==> src/design/afe_io_pkg.sv <==
// Constants, register map and carrier types for the analog front-end control block.
package afe_io_pkg;

    // ==========================================================
    // Register offsets and layout
    localparam logic [5:0] ADDR_CONVERTER_CONTROL = 6'h01;
    localparam logic [5:0] ADDR_IO_CONTROL_FIRST = 6'h03;
    localparam logic [5:0] ADDR_SETUP_FIRST = 6'h19;
    localparam logic [5:0] ADDR_SETUP_LAST = 6'h20;
    localparam int SETUP_COUNT = 8;

    localparam logic [15:0] CONVERTER_CONTROL_RESET = 16'h0000;
    localparam logic [15:0] CONVERTER_CONTROL_MASK = 16'h1fff;
    localparam logic [23:0] IO_CONTROL_FIRST_RESET = 24'h000000;
    localparam logic [23:0] IO_CONTROL_FIRST_MASK = 24'hffbfff;
    localparam logic [15:0] SETUP_RESET = 16'h0860;
    localparam logic [15:0] SETUP_MASK = 16'h0fff;

    // Converter control fields.
    localparam int REF_ENABLE_BIT = 8;

    // Setup configuration fields.
    localparam int SETUP_BIPOLAR_BIT = 11;
    localparam int SETUP_POS_BUF_BIT = 6;
    localparam int SETUP_NEG_BUF_BIT = 5;
    localparam int SETUP_REF_SEL_LSB = 3;
    localparam int SETUP_GAIN_LSB = 0;

    // Input/output control fields.
    localparam int GENERAL_VALUE_LSB = 20;
    localparam int GENERAL_ENABLE_LSB = 16;
    localparam int BRIDGE_SWITCH_BIT = 15;
    localparam int EXC_B_MAG_LSB = 11;
    localparam int EXC_A_MAG_LSB = 8;
    localparam int EXC_B_PIN_LSB = 4;
    localparam int EXC_A_PIN_LSB = 0;
    localparam int GENERAL_COUNT = 4;

    // Reference source codes.
    localparam logic [1:0] REF_SEL_PAIR_A = 2'h0;
    localparam logic [1:0] REF_SEL_PAIR_B = 2'h1;
    localparam logic [1:0] REF_SEL_INTERNAL = 2'h2;

    // Gain codes that bound the stage usage.
    localparam logic [2:0] GAIN_CODE_ONE = 3'h0;
    localparam logic [2:0] GAIN_CODE_EIGHT = 3'h3;

    localparam int RESULT_WIDTH = 24;

    // ==========================================================
    // Carrier types
    typedef struct packed {
        logic [2:0] gain_amplifier_field;
        logic stage_bypass;
        logic stage_single;
        logic stage_double;
        logic positive_input_buffer_enable;
        logic negative_input_buffer_enable;
        logic select_pair_a;
        logic select_pair_b;
        logic select_internal;
        logic internal_reference_on;
        logic reference_output_pin;
        logic bipolar;
    } afe_ctrl_t;

    typedef struct packed {
        logic [2:0] excitation_a_magnitude;
        logic [2:0] excitation_b_magnitude;
        logic [3:0] excitation_a_pin_select;
        logic [3:0] excitation_b_pin_select;
        logic bridge_switch_control;
    } excitation_ctrl_t;

    typedef struct packed {
        logic [15:0] converter_control;
        logic [23:0] io_control_first;
        logic [SETUP_COUNT-1:0][15:0] setup;
        logic [2:0] sync_pipe;
        logic sync_level;
        logic restart;
        logic [23:0] rdata;
        logic [RESULT_WIDTH-1:0] code;
        logic code_valid;
    } top_state_t;

endpackage

==> src/design/gain_stage_decode.sv <==
// Gain code decode into amplifier stage steering and automatic buffer enable.
`timescale 1ns/1ps
`default_nettype none
module gain_stage_decode
    import afe_io_pkg::*;
(
    input wire logic [2:0] gain_code,
    input wire logic pos_buf_bit,
    input wire logic neg_buf_bit,
    output logic stage_bypass,
    output logic stage_single,
    output logic stage_double,
    output logic pos_buf_on,
    output logic neg_buf_on
);

    always_comb begin
        // Codes zero to seven mean gains one to 128 in powers of two.
        stage_bypass = (gain_code == GAIN_CODE_ONE);
        stage_single = (gain_code != GAIN_CODE_ONE) && (gain_code <= GAIN_CODE_EIGHT);
        stage_double = (gain_code > GAIN_CODE_EIGHT);
        pos_buf_on = pos_buf_bit | (gain_code != GAIN_CODE_ONE);
        neg_buf_on = neg_buf_bit | (gain_code != GAIN_CODE_ONE);
    end

endmodule
`default_nettype wire

==> src/design/afe_io_control.sv <==
// Register bank and control logic for the converter front end and its input/output pins.
`timescale 1ns/1ps
`default_nettype none
module afe_io_control
    import afe_io_pkg::*;
(
    input wire logic ref_clk,
    input wire logic rst_n,
    input wire logic clk_en,
    input wire logic [5:0] reg_addr,
    input wire logic [23:0] reg_wdata,
    input wire logic reg_write,
    input wire logic reg_read,
    output logic [23:0] reg_rdata,
    input wire logic [2:0] active_setup,
    input wire logic sync_pin_n,
    input wire logic [RESULT_WIDTH-1:0] raw_result,
    input wire logic raw_valid,
    output logic [RESULT_WIDTH-1:0] result_code,
    output logic result_valid,
    output logic restart_pulse,
    output afe_ctrl_t afe_ctrl,
    output excitation_ctrl_t excitation_ctrl,
    output logic [GENERAL_COUNT-1:0] general_out,
    output logic [GENERAL_COUNT-1:0] general_oe_n
);

    // ==========================================================
    // Reset release
    logic [1:0] rst_pipe;
    logic rst_sync_n;

    always_ff @(posedge ref_clk or negedge rst_n) begin
        if (!rst_n) begin
            rst_pipe <= 2'h0;
        end else begin
            rst_pipe <= {rst_pipe[0], 1'b1};
        end
    end
    assign rst_sync_n = rst_pipe[1];

    // ==========================================================
    // State
    top_state_t state;
    top_state_t next_state;
    logic [15:0] cur_setup;
    logic setup_hit;
    logic [2:0] setup_index;
    logic [5:0] setup_offset;
    logic sync_falling;

    assign cur_setup = state.setup[active_setup];
    assign setup_offset = reg_addr - ADDR_SETUP_FIRST;
    assign setup_index = setup_offset[2:0];
    assign setup_hit = (reg_addr >= ADDR_SETUP_FIRST) && (reg_addr <= ADDR_SETUP_LAST);

    always_comb begin
        next_state = state;
        sync_falling = 1'b0;
        next_state.restart = 1'b0;
        // The pin passes three flops; a level change counts once the last two agree.
        next_state.sync_pipe = {state.sync_pipe[1:0], sync_pin_n};
        if (state.sync_pipe[1] == state.sync_pipe[2]) begin
            next_state.sync_level = state.sync_pipe[2];
            sync_falling = state.sync_level && !state.sync_pipe[2];
        end
        if (sync_falling) begin
            next_state.restart = 1'b1;
        end
        if (reg_write) begin
            if (reg_addr == ADDR_CONVERTER_CONTROL) begin
                next_state.converter_control = reg_wdata[15:0] & CONVERTER_CONTROL_MASK;
                next_state.restart = 1'b1;
            end else if (reg_addr == ADDR_IO_CONTROL_FIRST) begin
                next_state.io_control_first = reg_wdata & IO_CONTROL_FIRST_MASK;
            end else if (setup_hit) begin
                next_state.setup[setup_index] = reg_wdata[15:0] & SETUP_MASK;
                next_state.restart = 1'b1;
            end
        end
        if (reg_read) begin
            if (reg_addr == ADDR_CONVERTER_CONTROL) begin
                next_state.rdata = {8'h00, state.converter_control};
            end else if (reg_addr == ADDR_IO_CONTROL_FIRST) begin
                next_state.rdata = state.io_control_first;
            end else if (setup_hit) begin
                next_state.rdata = {8'h00, state.setup[setup_index]};
            end else begin
                next_state.rdata = 24'h000000;
            end
        end
        next_state.code_valid = raw_valid;
        if (raw_valid) begin
            // The modulator result is two's complement when bipolar, unsigned when unipolar.
            if (cur_setup[SETUP_BIPOLAR_BIT]) begin
                next_state.code = {~raw_result[RESULT_WIDTH-1], raw_result[RESULT_WIDTH-2:0]};
            end else begin
                next_state.code = raw_result;
            end
        end
    end

    always_ff @(posedge ref_clk or negedge rst_sync_n) begin
        if (!rst_sync_n) begin
            state.converter_control <= CONVERTER_CONTROL_RESET;
            state.io_control_first <= IO_CONTROL_FIRST_RESET;
            state.setup <= {SETUP_COUNT{SETUP_RESET}};
            state.sync_pipe <= 3'h7;
            state.sync_level <= 1'b1;
            state.restart <= 1'b0;
            state.rdata <= 24'h000000;
            state.code <= 24'h000000;
            state.code_valid <= 1'b0;
        end else if (clk_en) begin
            state <= next_state;
        end
    end

    assign reg_rdata = state.rdata;
    assign result_code = state.code;
    assign result_valid = state.code_valid;
    assign restart_pulse = state.restart;

    // ==========================================================
    // Front-end steering
    logic [1:0] ref_sel;
    // The decoder drives local nets so that each field of the output struct has one driver.
    logic dec_bypass;
    logic dec_single;
    logic dec_double;
    logic dec_pos_buf;
    logic dec_neg_buf;

    assign ref_sel = cur_setup[SETUP_REF_SEL_LSB +: 2];

    gain_stage_decode u_gain (
        .gain_code(cur_setup[SETUP_GAIN_LSB +: 3]),
        .pos_buf_bit(cur_setup[SETUP_POS_BUF_BIT]),
        .neg_buf_bit(cur_setup[SETUP_NEG_BUF_BIT]),
        .stage_bypass(dec_bypass),
        .stage_single(dec_single),
        .stage_double(dec_double),
        .pos_buf_on(dec_pos_buf),
        .neg_buf_on(dec_neg_buf)
    );

    always_comb begin
        afe_ctrl.gain_amplifier_field = cur_setup[SETUP_GAIN_LSB +: 3];
        afe_ctrl.stage_bypass = dec_bypass;
        afe_ctrl.stage_single = dec_single;
        afe_ctrl.stage_double = dec_double;
        afe_ctrl.positive_input_buffer_enable = dec_pos_buf;
        afe_ctrl.negative_input_buffer_enable = dec_neg_buf;
        afe_ctrl.select_pair_a = (ref_sel == REF_SEL_PAIR_A);
        afe_ctrl.select_pair_b = (ref_sel == REF_SEL_PAIR_B);
        afe_ctrl.internal_reference_on = state.converter_control[REF_ENABLE_BIT];
        // The internal source only reaches the converter when both selected and powered.
        afe_ctrl.select_internal = (ref_sel == REF_SEL_INTERNAL) && state.converter_control[REF_ENABLE_BIT];
        afe_ctrl.reference_output_pin = state.converter_control[REF_ENABLE_BIT];
        afe_ctrl.bipolar = cur_setup[SETUP_BIPOLAR_BIT];
    end

    // Excitation fields come only from the input/output register, never the reference enable.
    always_comb begin
        excitation_ctrl.excitation_a_magnitude = state.io_control_first[EXC_A_MAG_LSB +: 3];
        excitation_ctrl.excitation_b_magnitude = state.io_control_first[EXC_B_MAG_LSB +: 3];
        excitation_ctrl.excitation_a_pin_select = state.io_control_first[EXC_A_PIN_LSB +: 4];
        excitation_ctrl.excitation_b_pin_select = state.io_control_first[EXC_B_PIN_LSB +: 4];
        excitation_ctrl.bridge_switch_control = state.io_control_first[BRIDGE_SWITCH_BIT];
    end

    // ==========================================================
    // General outputs
    genvar gi;
    generate
        for (gi = 0; gi < GENERAL_COUNT; gi++) begin : g_general
            assign general_oe_n[gi] = ~state.io_control_first[GENERAL_ENABLE_LSB + gi];
            assign general_out[gi] = state.io_control_first[GENERAL_VALUE_LSB + gi];
        end
    endgenerate

    // ==========================================================
    // Checks
    a_reserved_zero: assert property (@(posedge ref_clk) disable iff (!rst_sync_n)
        state.io_control_first[14] == 1'b0)
        else $error("Fixed-zero bit of the io control register is set.");

    a_io_write_lands: assert property (@(posedge ref_clk) disable iff (!rst_sync_n)
        (clk_en && reg_write && reg_addr == ADDR_IO_CONTROL_FIRST)
        |=> excitation_ctrl.excitation_b_magnitude == $past(reg_wdata[13:11])
            && excitation_ctrl.excitation_a_magnitude == $past(reg_wdata[10:8]))
        else $error("Excitation magnitudes do not follow the written value.");

    a_bridge_switch: assert property (@(posedge ref_clk) disable iff (!rst_sync_n)
        (clk_en && reg_write && reg_addr == ADDR_IO_CONTROL_FIRST)
        |=> excitation_ctrl.bridge_switch_control == $past(reg_wdata[15]))
        else $error("Bridge switch does not follow the written bit.");

    a_general_drive: assert property (@(posedge ref_clk) disable iff (!rst_sync_n)
        (clk_en && reg_write && reg_addr == ADDR_IO_CONTROL_FIRST)
        |=> general_out == $past(reg_wdata[23:20]) && general_oe_n == ~$past(reg_wdata[19:16]))
        else $error("General outputs do not follow the written value.");

    a_internal_gated: assert property (@(posedge ref_clk) disable iff (!rst_sync_n)
        afe_ctrl.select_internal |-> state.converter_control[REF_ENABLE_BIT])
        else $error("Internal reference used while disabled.");

    a_one_stage_mode: assert property (@(posedge ref_clk) disable iff (!rst_sync_n)
        $onehot({afe_ctrl.stage_bypass, afe_ctrl.stage_single, afe_ctrl.stage_double}))
        else $error("Amplifier stage steering is not exactly one mode.");

    a_auto_buffer: assert property (@(posedge ref_clk) disable iff (!rst_sync_n)
        !afe_ctrl.stage_bypass |-> afe_ctrl.positive_input_buffer_enable
            && afe_ctrl.negative_input_buffer_enable)
        else $error("Input buffers off while gain exceeds one.");

    a_bipolar_code: assert property (@(posedge ref_clk) disable iff (!rst_sync_n)
        (clk_en && raw_valid && cur_setup[SETUP_BIPOLAR_BIT] && raw_result == 24'h000000)
        |=> result_valid && result_code == 24'h800000)
        else $error("Bipolar zero input is not midscale code.");

    a_unipolar_code: assert property (@(posedge ref_clk) disable iff (!rst_sync_n)
        (clk_en && raw_valid && !cur_setup[SETUP_BIPOLAR_BIT])
        |=> result_valid && result_code == $past(raw_result))
        else $error("Unipolar code is not straight binary.");

    a_restart_write: assert property (@(posedge ref_clk) disable iff (!rst_sync_n)
        (clk_en && reg_write && (reg_addr == ADDR_CONVERTER_CONTROL || setup_hit)) |=> restart_pulse)
        else $error("Mode or configuration write gave no restart.");

    a_restart_sync: assert property (@(posedge ref_clk) disable iff (!rst_sync_n)
        (clk_en && sync_falling) |=> restart_pulse)
        else $error("Sync pin pulse gave no restart.");

    // ==========================================================
    // Checks on register storage and read-back
    // A frozen cycle must leave every stored bit exactly as it was.
    a_clk_freeze: assert property (@(posedge ref_clk) disable iff (!rst_sync_n)
        !clk_en |=> state == $past(state))
        else $error("State changed while clock enable was low.");

    a_io_read_back: assert property (@(posedge ref_clk) disable iff (!rst_sync_n)
        (clk_en && reg_read && reg_addr == ADDR_IO_CONTROL_FIRST)
        |=> reg_rdata == $past(state.io_control_first) && reg_rdata[14] == 1'b0)
        else $error("Io control read-back is wrong.");

    a_unmapped_read: assert property (@(posedge ref_clk) disable iff (!rst_sync_n)
        (clk_en && reg_read && reg_addr != ADDR_CONVERTER_CONTROL
            && reg_addr != ADDR_IO_CONTROL_FIRST && !setup_hit)
        |=> reg_rdata == 24'h000000)
        else $error("Unmapped read returned nonzero data.");

    a_setup_lands: assert property (@(posedge ref_clk) disable iff (!rst_sync_n)
        (clk_en && reg_write && setup_hit)
        |=> state.setup[$past(setup_index)] == ($past(reg_wdata[15:0]) & SETUP_MASK))
        else $error("Setup write did not land.");

    a_conv_mask: assert property (@(posedge ref_clk) disable iff (!rst_sync_n)
        state.converter_control[15:13] == 3'h0)
        else $error("Fixed-zero converter control bits are set.");

    // ==========================================================
    // Checks on front-end steering
    a_gain_field: assert property (@(posedge ref_clk) disable iff (!rst_sync_n)
        afe_ctrl.gain_amplifier_field == cur_setup[SETUP_GAIN_LSB +: 3])
        else $error("Gain field does not follow the active setup.");

    a_stage_single: assert property (@(posedge ref_clk) disable iff (!rst_sync_n)
        afe_ctrl.stage_single |-> afe_ctrl.gain_amplifier_field != GAIN_CODE_ONE
            && afe_ctrl.gain_amplifier_field <= GAIN_CODE_EIGHT)
        else $error("Single stage used outside gains two to eight.");

    a_ref_exclusive: assert property (@(posedge ref_clk) disable iff (!rst_sync_n)
        $onehot0({afe_ctrl.select_pair_a, afe_ctrl.select_pair_b, afe_ctrl.select_internal}))
        else $error("More than one reference source selected.");

    a_polarity_follow: assert property (@(posedge ref_clk) disable iff (!rst_sync_n)
        afe_ctrl.bipolar == cur_setup[SETUP_BIPOLAR_BIT])
        else $error("Polarity does not follow the active setup.");

    // ==========================================================
    // Checks on excitation, general outputs, restart and result valid
    a_excitation_pins: assert property (@(posedge ref_clk) disable iff (!rst_sync_n)
        (clk_en && reg_write && reg_addr == ADDR_IO_CONTROL_FIRST)
        |=> excitation_ctrl.excitation_a_pin_select == $past(reg_wdata[3:0])
            && excitation_ctrl.excitation_b_pin_select == $past(reg_wdata[7:4]))
        else $error("Excitation pin selects do not follow the write.");

    a_excitation_free: assert property (@(posedge ref_clk) disable iff (!rst_sync_n)
        (clk_en && reg_write && reg_addr == ADDR_CONVERTER_CONTROL) |=> $stable(excitation_ctrl))
        else $error("Excitation moved on a converter control write.");

    a_general_release: assert property (@(posedge ref_clk) disable iff (!rst_sync_n)
        general_oe_n == ~state.io_control_first[GENERAL_ENABLE_LSB +: GENERAL_COUNT])
        else $error("General output enable does not follow its bit.");

    // Only mode and configuration writes and sync pin falls restart; io writes must leave the filter running.
    a_io_no_restart: assert property (@(posedge ref_clk) disable iff (!rst_sync_n)
        (clk_en && reg_write && reg_addr == ADDR_IO_CONTROL_FIRST && !sync_falling)
        |=> !restart_pulse)
        else $error("Io control write gave a restart.");

    a_result_pulse: assert property (@(posedge ref_clk) disable iff (!rst_sync_n)
        (clk_en && !raw_valid) |=> !result_valid)
        else $error("Result valid stood without a new result.");

endmodule
`default_nettype wire

==> config.mk <==
export PLATFORM = sky130hd
export DESIGN_NAME = afe_io_control
export DESIGN_NICKNAME = d
export VERILOG_FILES = /design/src/design/afe_io_pkg.sv /design/src/design/gain_stage_decode.sv /design/src/design/afe_io_control.sv
export SDC_FILE = /design/constraint.sdc
export NUM_CORES = 1
export LEC_CHECK = 0
export BUFFER_PORTS_ARGS = -buffer_cell sky130_fd_sc_hd__buf_4
export CORE_ASPECT_RATIO = 0.8
export CORE_MARGIN = 2
export CORE_UTILIZATION = 55
export CTS_CLUSTER_SIZE = 10
export DETAILED_ROUTE_END_ITERATION = 10
export GPL_TIMING_DRIVEN = 1
export MAX_ROUTING_LAYER = met4
export PLACE_DENSITY = 0.78
export SETUP_SLACK_MARGIN = 0.2
export SYNTH_ARGS = -nofsm -noshare
export SYNTH_HDL_FRONTEND = slang
export SYNTH_SLANG_ARGS = --single-unit
==> constraint.sdc <==
create_clock -name ref_clk -period 12 [get_ports ref_clk]
set_input_delay 3 -clock ref_clk [delete_from_list [all_inputs] [get_ports ref_clk]]
set_output_delay 3 -clock ref_clk [all_outputs]
set_load 0.02 [all_outputs]
==> results of run 1 <==
-- logic make-up after synthesis --
group                    share of synthesized area [%]
AO/OA/AOI/OAI                                     7.58
XOR/XNOR                                         0.279
adder cells (fa/ha/maj)                          0.398
buffers and inverters                             9.61
flip-flops                                        50.0
multiplexers                                      28.4
other                                           0.0797
AND/OR/NAND/NOR                                   3.60
-- power groups by stage --
stage	clock network [mW]	registers (mW)	logic [mW]
finish	0.605	0.740	0.270
global route	0.638	0.748	0.290
CTS	0.611	0.739	0.273
detailed placement	0	0.751	0.271
global placement	0	0.745	0.263
floorplan	0	0.744	0.210
-- state kept, by name, indices dropped and copies added (netlist names), 2 cells and up --
name and flops:
general_out 4, rst_pipe 2, state 114, reg_rdata 23, excitation_ctrl 15, result_code 24
next_state 2
-- critical path: cells and delay by family --
kind,cells,cell delay (ns)
muxes,1,0.55
buffers and inverters,2,0.44
and+or+nand+nor,1,0.42
AOI/OAI and AO/OA,2,0.31
-- per-layer routing --
metal	track usage (%)	vias to the layer above	wire length, um
li1	-	2568	-
met1	34.3	3050	9550
met2	39.3	188	10400
met3	4.55	32	1150
met4	8.20	0	401
met5	-	-	0
-- placed cells by master, fill, tap and decap left out, types with 2 or more instances in the layout --
cell type and n:
clkinv_4 3, bufinv_16 4, nand3_1 3, clkinvlp_4 4
mux4_2 16, o21ai_0 2, o22ai_1 12, o31ai_2 5
dfrtp_1 158, a21oi_1 2, o211a_1 2, a32o_1 9
buf_4 155, o2bb2ai_1 2, clkbuf_16 17, o211ai_2 2
a21oi_2 2, clkbuf_8 2, and3_1 4, mux2_1 2
conb_1 2, mux2i_1 16, mux2_2 163, a22o_1 26
nor2b_1 2, or3_1 2, inv_1 8, nand2_1 35
mux2_4 20, o31ai_1 7, ha_1 3, nor2_1 15
a22oi_1 12, dfstp_2 28, o21ai_1 2, nand2b_1 2
-- cell type report --
cell class | count | area, um^2 | share of cell area, %
timing repair buffer | 155 | 1160 | 10.9
tap | 220 | 275 | 2.58
sequential | 187 | 4720 | 44.3
inverter | 9 | 33.8 | 0.317
multi-input combinational | 383 | 3820 | 35.9
clock inverter | 13 | 190 | 1.78
clock buffer | 19 | 453 | 4.25
-- path summary, 6_finish.rpt --
kind / end / depth (start not counted)
hold / removal: reg_rdata[4]$_DFFE_PN0P_ / 0
hold reg to reg: reg_rdata[4]$_DFFE_PN0P_ / 0
setup / recovery: afe_ctrl[6] / 6
max in group asynchronous: result_code[5]$_DFFE_PN0P_ / 2
min in group ref_clk: rst_pipe[1]$_DFF_PN0_ / 0
setup reg to reg: result_code[5]$_DFFE_PN0P_ / 2
==> results.cfg, run 1 <==
[clock_network]
cts_hold_buf = 0
ctsResizeCount = 0
clock_latency_ns = 0.43
cts_buffers = 17
cts_tree = yes
clock-sinks = 187
clock_path_buffers = 2
cts_max_level = 4
clk_pin_slew_worst_paths_ns = 0.07
cts_root_buf = clkbuf_16
cts_setup_buffers = 0

[detailed_routing]
dr.pass1.iters = 4
routedWlPerCell_um = 21.8
drtIter0Drc = 298
ant_nets = 0
viasPerCell = 5.92
drc_errors = 0
wl_mm = 21.5
vias = 5838

[setup_path]
cp_max_fo = 15
end_kind = primary output
startpoint = active_setup[0]
crit_slowest_cell = mux4_2
r2r-start = rst_pipe[1]$_DFF_PN0_
reg2reg_slack_ns = 9.46
cp_data_required_time_ns = 9.00
cpPeakStageDelay_ns = 0.55
crit_arrival_ns = 4.73
path_common_cell = buf_4
crit_chain = buf_4 > mux4_2 > or3_1 > a21oi_2 > o21ai_1 > buf_4
crit_type = input port to primary output
start_kind = input port

[synth]
ys_seq_area_share_pct = 50.0
async_reset_ff_share_pct = 100
syn_area_per_cell_um2 = 13.4
synth_area_leaders = dfrtp_1, mux2_2, dfstp_2
yosys.area.top_type_share_pct = 42.2
synth_largest_area_cell = dfrtp_1
synthCells = 702
synth.most_common_cell = mux2_2
synth_edf_count = 0
syn-num-nets = 769
yosysWarnings = 0
synth.distinct_cells = 50
synth.ff_latch_count = 187
ys.flop_type = dfrtp_1
syn_area_um2 = 9420
synth_commonest_cells = mux2_2, dfrtp_1, buf_4

[final_layout]
n_fill_cell = 1223
final_util_pct = 64.0
fin_cells = 986
areaGrowthSynthToFinish_pct = 13.1
drive_gt1_share_pct = 55.9
layout.nets = 820
diodes = 0
final_area_um2 = 10700

[timing]
rsz0062_at_grt = false
setup_ws_ns = 4.27
hold_violations = 0
setup_tns_ns = 0
finalCritPeriodShare_pct = 64.4
fin_skew_ns = 0.00744
finalCriticalPeriod_ns = 7.73
holdWs_ns = 0.284
setup_viol = 0
worst_slew_pin_slew_ns = 1.26
slew_violations = 0
slew_headroom_pct = 15.6
max_freq_mhz = 129

[global_routing]
grt_first_pass_wirelength_mm = 33.6
grt_max_degree = 91
grt_pass1_vias = 5962
overflow = 0
antenna_found_initial = 0
grt_usage_pct = 25.3

[place]
dpl-instance-area_um2 = 10000
dp_cells = 954
dp_slack_ns = 4.28
place.gp.congestion = 0.838
place_hpwl_mm = 14.2
numPortBuffers = 148

[pwr]
swShare_pct = 26.0
leakage_nw = 5.14
power_frac_comb_pct = 16.7
p_sw_uw = 419
clockPowerShare_pct = 37.4
power.density_nw_per_um2 = 152
p_total_mw = 1.62
p_seq_share_pct = 45.8
peakVddDrop_uv = 106
p_int_mw = 1.20

[floorplan]
core_um2 = 16700
fp.dieH_um = 121
die_x_um = 150
die-area_um2 = 18200
rows = 42
ioPinCount = 151
initial_core_util_pct = 56.6

[flow_run]
maxCapViolCount = 0

[status]
status = complete, no violations

[hold_path]
hold_class = flip-flop to async pin
Note: power is estimated with default switching activity, not from simulation.
==> inputs of run 2 (changes only) <==
- CORE_UTILIZATION: 55 -> 52
- PLACE_DENSITY: 0.78 -> 0.77
- clock period: 12 -> 6.9 ns (I/O delays scaled with it)
==> results.cfg, run 2 (synthesis results as in run 1) <==
[final_layout]
diodes = 0
mostFrequentLayoutCells = mux2_2, dfrtp_1, buf_4
multi_input_area_um2 = 3820
regArea_um2 = 4720
largest_register_ffs = 114
n_fill_cell = 1427
regMostFlops = state
drive_gt1_share_pct = 55.9
final_util_pct = 59.2
areaGrowthSynthToFinish_pct = 12.8
final_common_cell = mux2_2
final_area_um2 = 10600
layout.nets = 820
fin_cells = 996

[hold_path]
min_to = rst_pipe[1]$_DFF_PN0_
worstHoldStart = rst_pipe[0]$_DFF_PN0_
hold_class = flip-flop to flip-flop
hold_depth = 0

[pwr]
clockPowerShare_pct = 36.3
leakage_nw = 5.14
peakVddDrop_uv = 159
power_frac_comb_pct = 17.0
swShare_pct = 27.0
power.density_nw_per_um2 = 260
p_sw_uw = 745
p_int_mw = 2.02
p_seq_share_pct = 46.7

[setup_path]
crit_arrival_ns = 3.48
cp_max_fo = 15
cp_data_required_time_ns = 5.18
reg2reg_to = reg_rdata[4]$_DFFE_PN0P_
crit_type = input port to primary output
start_kind = input port
end_kind = primary output
reg2reg_slack_ns = 5.12
ff2ff_path_depth = 1
r2r-start = rst_pipe[1]$_DFF_PN0_

[global_routing]
grt_pass1_vias = 6188
overflow = 0
grt_usage_pct = 24.5
grt_first_pass_wirelength_mm = 35.0
gr-usage-met1_pct = 32.6
antenna_found_initial = 0
grt_max_degree = 73
use_met2_pct = 37.7
busiest_layer = met2
use_met3_pct = 5.08

[timing]
rsz0062_at_grt = false
slew_headroom_pct = 12.0
setup_viol = 0
worst_slew_pin_slew_ns = 1.32
finalCriticalPeriod_ns = 5.21
setup_tns_ns = 0
hold_violations = 0
fin_skew_ns = 0.0129
slew_violations = 0
finalCritPeriodShare_pct = 75.4
setup_ws_ns = 1.69
max_freq_mhz = 192

[place]
dp_cells = 964
dpl-instance-area_um2 = 10000
place_hpwl_mm = 14.6
place.gp.congestion = 0.850
numPortBuffers = 148
dp_slack_ns = 1.70

[clock_network]
clock_path_buffers = 2
cts_buffers = 17
cts_tree = yes
cts_max_level = 4
clock_latency_ns = 0.44
cts_root_buf = clkbuf_16
cts_hold_buf = 0
clock-sinks = 187
ctsResizeCount = 0
clk_pin_slew_worst_paths_ns = 0.06
cts_setup_buffers = 0

[detailed_routing]
wl_mm = 22.2
dr.pass1.iters = 5
routedWlPerCell_um = 22.3
viasPerCell = 5.98
ant_nets = 0
vias = 5953
drc_errors = 0
drtIter0Drc = 474

[floorplan]
fp.dieH_um = 124
die-area_um2 = 19200
core_um2 = 17900
ioPinCount = 151
rows = 44
initial_core_util_pct = 52.5
die_x_um = 155

[status]
status = complete, no violations

[flow_run]
maxCapViolCount = 0
[run 2: changes by cell type in the layout (fill, tap and decap cells not counted)]
cell,delta
clkinvlp_4,-3
clkbuf_8,+1
inv_6,+3
bufinv_16,-2
clkinv_2,+2
clkinv_4,-1
[run 2: worst max path at each step]
stage	from	endpoint	slack [ns]
after global routing	active_setup[0]	afe_ctrl[6]	1.63
after floorplan	rst_pipe[1]$_DFF_PN0_	afe_ctrl[1]$_DFFE_PN0P_	1.35
after global placement	active_setup[0]	afe_ctrl[6]	1.73
after CTS	active_setup[0]	afe_ctrl[6]	1.69
after detailed placement	active_setup[0]	afe_ctrl[6]	1.70
final	active_setup[0]	afe_ctrl[6]	1.69
[run 2: cell type report]
type / instances / share of cell area, %
Clock buffer: 20 / 4.39
Clock inverter: 12 / 1.27
Inverter: 9 / 0.318
Multi-Input combinational cell: 383 / 36.0
Sequential cell: 187 / 44.4
Tap cell: 230 / 2.71
Timing Repair Buffer: 155 / 10.9
[run 2: routing by layer]
layer	up-vias	wire length [um]
li1	2560	-
met2	219	10600
met4	0	550
met1	3127	9890
met3	47	1120
met5	-	0
[run 2: worst max-delay path, cell delays in order]
cell and delay, ns:
buf_4 0.26, mux4_2 0.55, or3_1 0.41, a21oi_2 0.24, o21ai_1 0.12, buf_4 0.17
[run 2: stage by stage]
step	power, mW	hold WS [ns]
after floorplan	1.66	0.331
after global placement	1.75	0.335
after detailed placement	1.78	0.335
after CTS	2.78	0.350
after global routing	2.87	0.370
final	2.76	0.350
[run 2: power groups by stage]
stage	sequential (mW)	combinational, mW	clock (mW)
after global routing	1.30	0.503	1.07
final	1.29	0.471	1.00
after global placement	1.30	0.457	0
after detailed placement	1.31	0.472	0
after floorplan	1.29	0.366	0
after CTS	1.29	0.474	1.02
==> inputs of run 3 (changes only) <==
- CORE_UTILIZATION: 52 -> 55
- PLACE_DENSITY: 0.77 -> 0.78
- clock period: 6.9 -> 4.9 ns (I/O delays scaled with it)
==> results.cfg, run 3 (synthesis results as in run 1) <==
[setup_path]
crit_type = input port to primary output
path_common_cell = buf_4
reg2reg_to = result_code[23]$_DFFE_PN0P_
reg2reg_slack_ns = 3.23
crit_arrival_ns = 2.94
r2r-start = state[177]$_DFFE_PN1P_
end_kind = primary output
crit_slowest_cell = mux4_2
cp_max_fo = 15
ff2ff_path_depth = 4
start_kind = input port
cp_data_required_time_ns = 3.67
cpPeakStageDelay_ns = 0.56
crit_chain = buf_4 > mux4_2 > or3_1 > a21oi_2 > o21ai_1 > buf_4

[timing]
setup_viol = 0
finalCriticalPeriod_ns = 4.16
worst_slew_pin_slew_ns = 1.29
hold_violations = 0
fin_skew_ns = 0.00595
rsz0062_at_grt = false
slew_violations = 0
setup_tns_ns = 0
max_freq_mhz = 240
slew_headroom_pct = 13.9
finalCritPeriodShare_pct = 84.9

[pwr]
swShare_pct = 26.3
leakage_nw = 5.16
p_sw_mw = 1.04
p_seq_share_pct = 45.9
clockPowerShare_pct = 37.4
peakVddDrop_uv = 218
power_frac_comb_pct = 16.7
p_int_mw = 2.92
power.density_nw_per_um2 = 371
p_total_mw = 3.96

[final_layout]
regArea_um2 = 4720
diodes = 0
drive_gt1_share_pct = 55.9
fin_cells = 987
areaGrowthSynthToFinish_pct = 13.2
regMostFlops = state
layout.nets = 821
mostFrequentLayoutCells = mux2_2, dfrtp_1, buf_4
final_common_cell = mux2_2
n_fill_cell = 1239
multi_input_area_um2 = 3820
largest_register_ffs = 114

[floorplan]
die_x_um = 150
ioPinCount = 151
fp.dieH_um = 121
die-area_um2 = 18200
core_um2 = 16700
initial_core_util_pct = 56.6
rows = 42

[hold_path]
hold_class = flip-flop to async pin

[flow_run]
maxCapViolCount = 0

[global_routing]
antenna_found_initial = 0
grt_max_degree = 140
grt_first_pass_wirelength_mm = 34.0
grt_usage_pct = 25.6
grt_pass1_vias = 6144
overflow = 0

[clock_network]
clk_pin_slew_worst_paths_ns = 0.06
cts_setup_buffers = 0
clock_latency_ns = 0.43
cts_hold_buf = 0
cts_tree = yes
clock-sinks = 187
cts_root_buf = clkbuf_16
clock_path_buffers = 2
cts_buffers = 17
ctsResizeCount = 0
cts_max_level = 4

[status]
status = complete, no violations

[detailed_routing]
vias = 5861
routedWlPerCell_um = 22.0
viasPerCell = 5.94
drtIter0Drc = 403
dr.pass1.iters = 5
drc_errors = 0
ant_nets = 0
wl_mm = 21.8

[place]
dp_cells = 955
numPortBuffers = 148
place_hpwl_mm = 14.2
place.gp.congestion = 0.824
-- run 3: cell count changes in the layout (fill, tap and decap cells not counted), sizes merged --
| cell | change |
|---|---|
| buf | +1 |
| bufinv | +2 |
| clkbuf | -1 |
| clkinv | +1 |
| inv | -2 |
-- run 3: power by group through the flow --
| stage | Combinational, mW | Sequential (mW) | Clock (mW) |
|---|---|---|---|
| final | 0.662 | 1.82 | 1.48 |
| after global routing | 0.710 | 1.84 | 1.57 |
| after CTS | 0.668 | 1.82 | 1.50 |
| after detailed placement | 0.663 | 1.84 | 0 |
| after global placement | 0.643 | 1.83 | 0 |
| after floorplan | 0.515 | 1.82 | 0 |
-- run 3: area by class of cell --
cell class | count | area share, %
Tap cell | 220 | 2.58
Clock inverter | 13 | 1.78
Inverter | 9 | 0.317
Multi-Input combinational cell | 383 | 35.9
Timing Repair Buffer | 156 | 11.1
Sequential cell | 187 | 44.2
Clock buffer | 19 | 4.15
-- run 3: worst max path at each step --
| stage | startpoint | endpoint |
|---|---|---|
| 3_5_place_dp | active_setup[0] | afe_ctrl[7] |
| 4_1_cts | active_setup[0] | afe_ctrl[7] |
| 2_1_floorplan | active_setup[0] | afe_ctrl[6] |
| 5_1_grt | active_setup[0] | afe_ctrl[7] |
| 6_report | active_setup[0] | afe_ctrl[7] |
| 3_3_place_gp | active_setup[0] | afe_ctrl[6] |
-- run 3: through the flow --
step	worst slack, ns	utilization [%]	cell area (um^2)	hold slack (ns)
2_1_floorplan	1.06	-	9430	0.331
3_3_place_gp	0.748	60.2	10000	0.339
3_5_place_dp	0.733	60.2	10000	0.336
4_1_cts	0.727	64.0	10700	0.351
5_1_grt	0.664	64.0	10700	0.384
6_report	0.739	64.0	10700	0.346
-- run 3: worst max-delay path: cells and delay by family --
kind | cells | cell delay [ns]
buffers and inverters | 2 | 0.41
AOI/OAI and AO/OA | 2 | 0.31
muxes | 1 | 0.56
and+or+nand+nor | 1 | 0.41
-- run 3: routing by layer --
layer	vias to the layer above	wire length [um]	global-route usage (%)
li1	2561	-	-
met1	3030	9240	34.1
met2	229	10700	39.2
met3	41	1340	5.04
met4	0	459	9.61
met5	-	0	-
